[src/rtl/dme_pkg.sv]
// package for the data-move execution block: opcodes, masks, addresses, phases
// assumes one core clock, one q phase per core clock edge
package dme_pkg;

  // ----------------------------------------------------------------
  // q phases of one instruction cycle
  // ----------------------------------------------------------------
  typedef enum logic [1:0] {
    DME_Q1 = 2'b00,
    DME_Q2 = 2'b01,
    DME_Q3 = 2'b10,
    DME_Q4 = 2'b11
  } dme_q_type;

  // ----------------------------------------------------------------
  // opcode fields
  // ----------------------------------------------------------------
  localparam logic [5:0] OPC_MOVE_FILE_TO_DEST = 6'h14;
  localparam logic [3:0] OPC_FILE_TO_FILE_SRC = 4'hc;
  localparam logic [3:0] OPC_FILE_TO_FILE_DST = 4'hf;
  localparam logic [7:0] OPC_LOAD_BANK_SELECT = 8'h01;
  localparam logic [7:0] OPC_LOAD_WORK_LITERAL = 8'h0e;
  localparam logic [6:0] OPC_STORE_WORK_TO_FILE = 7'h37;

  // ----------------------------------------------------------------
  // field positions
  // ----------------------------------------------------------------
  localparam int DEST_BIT = 9;
  localparam int ACCESS_BIT = 8;

  // ----------------------------------------------------------------
  // addressing constants and reset values
  // ----------------------------------------------------------------
  localparam logic [11:0] WORK_ADDR_DEF = 12'hfe0;
  localparam logic [7:0] ACCESS_SPLIT = 8'h60;
  localparam logic [7:0] INDEXED_LIMIT = 8'h5f;
  localparam logic [3:0] ACCESS_LOW_PAGE = 4'h0;
  localparam logic [3:0] ACCESS_HIGH_PAGE = 4'hf;
  localparam logic [7:0] BANK_SELECT_MASK = 8'h0f;
  localparam logic [7:0] BYTE_RESET = 8'h00;
  localparam logic [15:0] WORD_RESET = 16'h0000;
  localparam logic [11:0] ADDR_RESET = 12'h000;

endpackage : dme_pkg

[src/rtl/dme_addr_if.sv]
// carrier between the move executor and its file-address resolver
// assumes both ends on core_clk; pure combinational path
interface dme_addr_if;
  logic [7:0] file_operand;
  logic access_bit;
  logic [7:0] bank_select;
  logic ext_set_en;
  logic [11:0] index_base;
  logic [11:0] full_addr;

  modport exec (
    output file_operand, access_bit, bank_select, ext_set_en, index_base,
    input full_addr
  );
  modport resolver (
    input file_operand, access_bit, bank_select, ext_set_en, index_base,
    output full_addr
  );
endinterface : dme_addr_if

[src/rtl/dme_addr_resolve.sv]
// resolver of an 8-bit banked file operand into a 12-bit data address
// assumes index_base holds the indexing pointer for literal offset mode
module dme_addr_resolve (
  dme_addr_if.resolver bus
);

  wire use_indexed = bus.ext_set_en && (bus.file_operand <= dme_pkg::INDEXED_LIMIT);
  wire low_access = bus.file_operand < dme_pkg::ACCESS_SPLIT;
  wire [11:0] indexed_addr = bus.index_base + {4'h0, bus.file_operand};
  wire [11:0] access_addr = low_access ? {dme_pkg::ACCESS_LOW_PAGE, bus.file_operand}
                                       : {dme_pkg::ACCESS_HIGH_PAGE, bus.file_operand};
  wire [11:0] banked_addr = {bus.bank_select[3:0], bus.file_operand};   // [RL14] [RL16]
  wire [11:0] unbanked_addr = use_indexed ? indexed_addr          // [RL17]
                                          : access_addr;          // [RL18]

  assign bus.full_addr = bus.access_bit ? banked_addr : unbanked_addr;   // [RL15]

endmodule : dme_addr_resolve

[src/rtl/dme_move_exec.sv]
// execution unit for the core's data-move instructions, one q phase per clock
// assumes a combinational data memory read and a same-clock instruction source
// Operation
// RL1 - move file: d=0 to work, d=1 back
// RL2 - move file sets negative and zero only
// RL3 - one-word moves: one cycle, four q phases
// RL4 - file-to-file copies source, no flags touched
// RL5 - source from 1100 word, dest from 1111
// RL6 - both addresses span full 4096-byte space
// RL7 - work register addressable as source or destination
// RL8 - program must not target counter or stack
// RL9 - two words, read first q2, write second q4
// RL10 - bank literal loads bank select in q4
// RL11 - bank select upper nibble always reads zero
// RL12 - work literal loads work in q4
// RL13 - store work to file, flags untouched
// RL14 - file operand spans 256-byte bank
// RL15 - access bit 0 selects access bank
// RL16 - access bit 1 uses bank select
// RL17 - extended set, offset 5fh or below indexes
// RL18 - otherwise plain access bank addressing
module dme_move_exec #(
  parameter logic [11:0] WORK_ADDR = dme_pkg::WORK_ADDR_DEF
) (
  input wire logic core_clk,
  input wire logic rst_n,
  input wire logic [15:0] instr_word,
  input wire logic ext_set_en,
  input wire logic [11:0] index_base,
  input wire logic [7:0] mem_rd_data,
  output logic instr_taken,
  output logic [1:0] q_phase,
  output logic [11:0] mem_addr,
  output logic mem_rd_en,
  output logic mem_wr_en,
  output logic [7:0] mem_wr_data,
  output logic [7:0] work_reg,
  output logic [7:0] bank_select_reg,
  output logic flag_neg,
  output logic flag_zero
);

  // ----------------------------------------------------------------
  // state
  // ----------------------------------------------------------------
  dme_pkg::dme_q_type q_ff;
  dme_pkg::dme_q_type nxt_q;
  logic [15:0] ir_ff;
  logic second_ff;
  logic taken_ff;
  logic [11:0] addr_ff;
  logic rd_ff;
  logic wr_ff;
  logic [7:0] wdata_ff;
  logic [7:0] data_ff;
  logic [7:0] work_ff;
  logic [7:0] bank_sel_ff;
  logic neg_ff;
  logic zero_ff;

  // ----------------------------------------------------------------
  // decode
  // ----------------------------------------------------------------
  // incoming word at the q1 edge so the read can launch into q2, held word after
  wire [15:0] dec_word = (q_ff == dme_pkg::DME_Q1) ? instr_word : ir_ff;
  wire is_move_file = !second_ff && dec_word[15:10] == dme_pkg::OPC_MOVE_FILE_TO_DEST;
  wire is_ff_src = !second_ff && dec_word[15:12] == dme_pkg::OPC_FILE_TO_FILE_SRC;   // [RL5]
  wire is_ff_dst = second_ff && dec_word[15:12] == dme_pkg::OPC_FILE_TO_FILE_DST;    // [RL5]
  wire is_bank_lit = !second_ff && dec_word[15:8] == dme_pkg::OPC_LOAD_BANK_SELECT;
  wire is_work_lit = !second_ff && dec_word[15:8] == dme_pkg::OPC_LOAD_WORK_LITERAL;
  wire is_store_work = !second_ff && dec_word[15:9] == dme_pkg::OPC_STORE_WORK_TO_FILE;
  wire dest_file = dec_word[dme_pkg::DEST_BIT];
  wire reads_file = is_move_file || is_ff_src;

  // ----------------------------------------------------------------
  // address resolution
  // ----------------------------------------------------------------
  dme_addr_if addr_bus ();
  assign addr_bus.file_operand = dec_word[7:0];
  assign addr_bus.access_bit = dec_word[dme_pkg::ACCESS_BIT];
  assign addr_bus.bank_select = bank_sel_ff;
  assign addr_bus.ext_set_en = ext_set_en;
  assign addr_bus.index_base = index_base;

  dme_addr_resolve u_resolve (
    .bus(addr_bus)
  );

  // full 12-bit operand, no banking, for the two-word move
  wire [11:0] rd_addr = is_ff_src ? dec_word[11:0] : addr_bus.full_addr;   // [RL6]
  wire [11:0] wr_addr = is_ff_dst ? dec_word[11:0] : addr_bus.full_addr;   // [RL6]
  // work register answers at its own address
  wire [7:0] rd_value = (addr_ff == WORK_ADDR) ? work_ff : mem_rd_data;  // [RL7]
  wire wr_work_hit = wr_addr == WORK_ADDR;                               // [RL7]
  wire [7:0] wr_value = is_store_work ? work_ff : (is_ff_dst ? data_ff : rd_value);
  wire do_mem_wr = (is_store_work || is_ff_dst || (is_move_file && dest_file)) && !wr_work_hit;

  // ----------------------------------------------------------------
  // q phase sequencer
  // ----------------------------------------------------------------
  always_comb begin
    case (q_ff)
      dme_pkg::DME_Q1: nxt_q = dme_pkg::DME_Q2;
      dme_pkg::DME_Q2: nxt_q = dme_pkg::DME_Q3;
      dme_pkg::DME_Q3: nxt_q = dme_pkg::DME_Q4;
      dme_pkg::DME_Q4: nxt_q = dme_pkg::DME_Q1;
      default: nxt_q = dme_pkg::DME_Q1;
    endcase
  end

  always_ff @(posedge core_clk or negedge rst_n) begin
    if (!rst_n) begin
      q_ff <= dme_pkg::DME_Q1;
    end else begin
      q_ff <= nxt_q;   // [RL3]
    end
  end

  // ----------------------------------------------------------------
  // fetch and decode (q1)
  // ----------------------------------------------------------------
  always_ff @(posedge core_clk or negedge rst_n) begin
    if (!rst_n) begin
      ir_ff <= dme_pkg::WORD_RESET;
      taken_ff <= 1'b0;
      second_ff <= 1'b0;
    end else begin
      taken_ff <= q_ff == dme_pkg::DME_Q1;
      if (q_ff == dme_pkg::DME_Q1) begin
        ir_ff <= instr_word;
      end
      if (q_ff == dme_pkg::DME_Q4) begin
        second_ff <= is_ff_src;   // [RL9]
      end
    end
  end

  // ----------------------------------------------------------------
  // memory port: read in q2, write in q4
  // ----------------------------------------------------------------
  always_ff @(posedge core_clk or negedge rst_n) begin
    if (!rst_n) begin
      addr_ff <= dme_pkg::ADDR_RESET;
      rd_ff <= 1'b0;
      wr_ff <= 1'b0;
      wdata_ff <= dme_pkg::BYTE_RESET;
      data_ff <= dme_pkg::BYTE_RESET;
    end else begin
      rd_ff <= 1'b0;
      wr_ff <= 1'b0;
      if (q_ff == dme_pkg::DME_Q1 && reads_file) begin
        addr_ff <= rd_addr;
      end
      if (q_ff == dme_pkg::DME_Q1) begin
        rd_ff <= reads_file;   // [RL9]
      end
      if (q_ff == dme_pkg::DME_Q2 && reads_file) begin
        data_ff <= rd_value;   // [RL4]
      end
      if (q_ff == dme_pkg::DME_Q3 && do_mem_wr) begin
        addr_ff <= wr_addr;
        wr_ff <= 1'b1;           // [RL13] [RL9]
        wdata_ff <= wr_value;    // [RL1] [RL4]
      end
    end
  end

  // ----------------------------------------------------------------
  // core registers and flags, committed at end of q4
  // ----------------------------------------------------------------
  always_ff @(posedge core_clk or negedge rst_n) begin
    if (!rst_n) begin
      work_ff <= dme_pkg::BYTE_RESET;
      bank_sel_ff <= dme_pkg::BYTE_RESET;
      neg_ff <= 1'b0;
      zero_ff <= 1'b0;
    end else if (q_ff == dme_pkg::DME_Q4) begin
      if (is_work_lit) begin
        work_ff <= ir_ff[7:0];   // [RL12]
      end else if (is_move_file && !dest_file) begin
        work_ff <= data_ff;      // [RL1]
      end else if ((is_move_file || is_ff_dst) && wr_work_hit) begin
        work_ff <= data_ff;      // [RL7]
      end
      if (is_bank_lit) begin
        bank_sel_ff <= ir_ff[7:0] & dme_pkg::BANK_SELECT_MASK;   // [RL10] [RL11]
      end
      if (is_move_file) begin
        neg_ff <= data_ff[7];              // [RL2]
        zero_ff <= data_ff == 8'h00;       // [RL2]
      end
    end
  end

  // ----------------------------------------------------------------
  // outputs
  // ----------------------------------------------------------------
  assign instr_taken = taken_ff;
  assign q_phase = q_ff;
  assign mem_addr = addr_ff;
  assign mem_rd_en = rd_ff;
  assign mem_wr_en = wr_ff;
  assign mem_wr_data = wdata_ff;
  assign work_reg = work_ff;
  assign bank_select_reg = bank_sel_ff;
  assign flag_neg = neg_ff;
  assign flag_zero = zero_ff;
endmodule : dme_move_exec

[config.mk]
export PLATFORM = sky130hd
export DESIGN_NAME = dme_move_exec
export DESIGN_NICKNAME = d
export VERILOG_FILES = /design/src/rtl/dme_pkg.sv /design/src/rtl/dme_addr_if.sv /design/src/rtl/dme_addr_resolve.sv /design/src/rtl/dme_move_exec.sv
export SDC_FILE = /design/constraint.sdc
export NUM_CORES = 1
export LEC_CHECK = 0
export ABC_AREA = 1
export BUFFER_PORTS_ARGS = -buffer_cell sky130_fd_sc_hd__buf_2
export CORE_UTILIZATION = 56
export CTS_BUF_LIST = sky130_fd_sc_hd__clkbuf_16
export DETAILED_ROUTE_END_ITERATION = 8
export GPL_TIMING_DRIVEN = 0
export PLACE_DENSITY = 0.82
export SYNTH_ARGS = -nofsm -noshare
export SYNTH_HDL_FRONTEND = slang
export SYNTH_SLANG_ARGS = --single-unit
[constraint.sdc]
create_clock -name core_clk -period 3.84 [get_ports core_clk]
set_input_delay 0.192 -clock core_clk [delete_from_list [all_inputs] [get_ports core_clk]]
set_output_delay 0.192 -clock core_clk [all_outputs]
set_load 0.02 [all_outputs]
==> metrics.md <==
| Metric | Value |
|---|---|
| Status | finished, violations left |
| Failing checks | hold timing |
| Period minus WS final | ~3.6 ns |
| Fin. Hold Viols | between 60 and 70 |
| Largest Register | ir_ff |
| Post-cts hold buffer count | 0 |
| Multi-input gate area | 2400 µm² |
| Placer Congestion | ~0.96 |
| Die Footprint | roughly 8200 µm² |
| Maximum number of pins on one net before global-route repair | between 60 and 70 |
| Num CTS Buffers | 9 |
| Reg2reg setup slack | ~0.21 ns |
| DIE HEIGHT | about 91 µm |
| R2R Path End | mem_addr[7] |
| Pre-CTS WS | -0.331 ns |
| Seq/Total Area, Yosys | between 30 and 40% |
| Total wire length | 12,000 µm |
| Non-Filler Instances | 822 |
| Root buffer cell | clkbuf_16 |
| Hold slack | -0.0556 ns |
| Synth-to-Final Area Change | 21.7% |
| DRT Pass-1 Iters | 7 |
| Vias in the first global route | between 4,000 and 5,000 |
| First-pass GRT wire length | approximately 20,000 µm |
| Nets@finish | approximately 770 |
| Critical Path End Type | flip-flop |
| Count leader, synth | nand2_1 |
| Total GRT Usage | a little under a third |
| Setup Crit Path Kind | reg -> reg |
| Post-synth EDFFs | 0 |
| Routed wire per std cell | 14.6 µm |
| Port Buffers | 77 |
| Yosys top cell area share | 36.4% |
| Max-slew violations | 0 |
| Commonest cells post-synth | nand2_1, nand3_1, inv_1, dfrtp_1, o21ai_0 |
| Synth area leaders | dfrtp_1, nand2_1, nand3_1 |
| FF+latch count, synth | 64 |
| Starting density of the core | around three fifths |
| Fillers | between 600 and 700 |
| Asr flop ratio synth | 100% |
| Diodes inserted | 0 |
| Final Cycle Share | 94.5% |
| Max reg flops | 16 |
| Syn avg cell area | 7.07 µm² |
| # clock sinks | 64 |
| Via density | between 5 and 6 |
| Crit start category | flip-flop |
| Antenna violations before repair | 0 |
| Most area-hungry cell type in the Yosys netlist | dfrtp_1 |
| Share of layout cells above drive strength 1 | 21.0% |
| Crit. Startpoint | q_phase[0] |
| Worst hold path class | in -> async |
| Storage element area | 1600 µm² |
| Core Box Area | 7410 µm² |
| Synth unique cells | between 40 and 50 |
| Crit path max-delay cell type | dfrtp_1 |
| Clk buf depth | 2 |
| Number of max-cap violations | 0 |
| Max-Slew Margin vs Limit | between 40 and 50% |
| Ys Warns | 0 |
| Leakage | between 2 and 3 nW |
| FP Rows | 31 |
| Worst Tran Pin Value | roughly 0.8 ns |
| Detailed Route Iter0 Violations | about 320 |
| FMAX | between 200 and 300 MHz |
| HPWL Detailed | between 9000 and 10,000 µm |
| H-tree levels | 3 |
| Cells after synthesis | just over 600 |
| Post-layout power | around 2.1 mW |
| TritonCTS clock tree | done |
| Most used cell, CP | nand3_1 |
| Setup tns final | 0 ns |
| Via count | approximately 4,500 |
| Ys flop type | dfrtp_1 |
| Placed insts | 801 |
| Worst skew pair latency | 0.33 ns |
| Drt drc | 0 |
| Worst EP arrival | between 3 and 4 ns |
| Pwr per Cell Area | 396 nW/µm² |
| CP max FO | 10 |
| Unrepaired setup endpoints after global routing | false |
| Io pins | 82 |
| R2R Path Start | q_phase[0] |
| Peak supply drop | 0.000342 V |
| Worst-case reg-to-reg path depth | 25 |
| Antenna Nets Post-Route | 0 |
| Skew final | between 0.005 and 0.006 ns |
| Required time worst endpoint | ~4 ns |
| Largest stage delay on the critical path | 0.42 ns |
| Final number of setup-violating endpoints | 0 |
| Final WS setup | 0.211 ns |
| Die width | 90.6 µm |
| Mapped cell area | between 4000 and 5000 µm² |
| Clk slew on worst S/H paths | around 0.050 ns |
| Grt ovf | 0 |
-- per-stage QoR --
step | utilization [%] | area, µm²
6_report | 72.2 | 5350
3_3_place_gp | 66.4 | 4920
3_5_place_dp | 66.4 | 4920
2_1_floorplan | - | 4410
5_1_grt | 72.2 | 5350
4_1_cts | 71.2 | 5270
-- kinds of logic (layout without fill, tap and decap cells) --
| family | count (synthesis) | count (layout) | share of synthesized area (%) |
|---|---|---|---|
| adders and majority gates | 17 | 17 | 5.01 |
| and+or+nand+nor | 346 | 346 | 35.7 |
| other | 1 | 4 | 0.0853 |
| xor gates and xnor gates | 3 | 3 | 0.598 |
| AOI/OAI and AO/OA | 88 | 88 | 11.2 |
| buffers and inverters | 101 | 199 | 10.5 |
| muxes | 2 | 2 | 0.512 |
| DFF | 64 | 64 | 36.4 |
-- worst max path at each step --
stage | cells after the start | slack, ns | end
2_1_floorplan | 23 | 0.38 | mem_addr[10]
3_3_place_gp | 22 | -0.31 | work_reg[2]
3_5_place_dp | 22 | -0.33 | work_reg[3]
4_1_cts | 25 | 0.04 | mem_addr[7]
5_1_grt | 25 | 0.004 | mem_wr_data[0]
6_report | 25 | 0.21 | mem_addr[7]
-- power breakdown --
part | internal (mW) | leakage [nW] | total, mW | switching, mW
Clock | 0.629 | 0.167 | 0.926 | 0.297
Sequential | 0.741 | 0.809 | 0.790 | 0.0485
Combinational | 0.142 | 1.92 | 0.405 | 0.262
-- area by class of cell --
| class | instances | share of cell area [%] |
|---|---|---|
| Clock buffer | 9 | 4.21 |
| Multi-Input combinational cell | 460 | 44.8 |
| Tap cell | 99 | 2.32 |
| Inverter | 78 | 5.47 |
| Buffer | 23 | 3.25 |
| Sequential cell | 64 | 29.9 |
| Clock inverter | 7 | 2.08 |
| Timing Repair Buffer | 82 | 7.95 |
-- metal layers --
metal | part of all wire, % | global-route usage, % | vias up
li1 | - | - | 2204
met1 | 44 | 42.8 | 2070
met2 | 45 | 48.5 | 220
met3 | 8.1 | 4.80 | 26
met4 | 2.3 | 10.5 | 0
met5 | 0 | 0 | -
-- cells in the final DEF (no fill, tap or decap), types with 4 or more instances in the layout --
cell,instances
o21ai_2,4
inv_1,71
o21ai_0,38
o21ai_1,19
nand4_1,9
buf_2,77
inv_2,6
dfrtp_1,64
nand3_1,76
ha_1,14
nand2_2,6
buf_6,5
conb_1,4
nor3_1,4
o211ai_1,8
clkbuf_16,9
clkbuf_1,8
nand3_2,6
nor2_1,28
a21oi_1,14
buf_4,13
nand2_1,196
-- critical path, delay by kind of cell, from the launching register on --
kind | cells | cell delay [ns]
AND/OR/NAND/NOR | 13 | 1.24
buffers and inverters | 7 | 0.87
adder cells (fa/ha/maj) | 3 | 0.73
flip-flops | 1 | 0.42
XOR/XNOR | 1 | 0.16
AO/OA/AOI/OAI | 1 | 0.12
-- timing repair --
action / 4_1_cts / 5_1_grt
setup buffers: 0 / 5
endpoints found under the setup margin: 29 / 29
gates resized for setup: 9 / 11
gates cloned: 0 / 0
pin swaps: 1 / 3
hold endpoints to repair: 0 / 0
No activity file was read; power rests on OpenSTA's default activity.
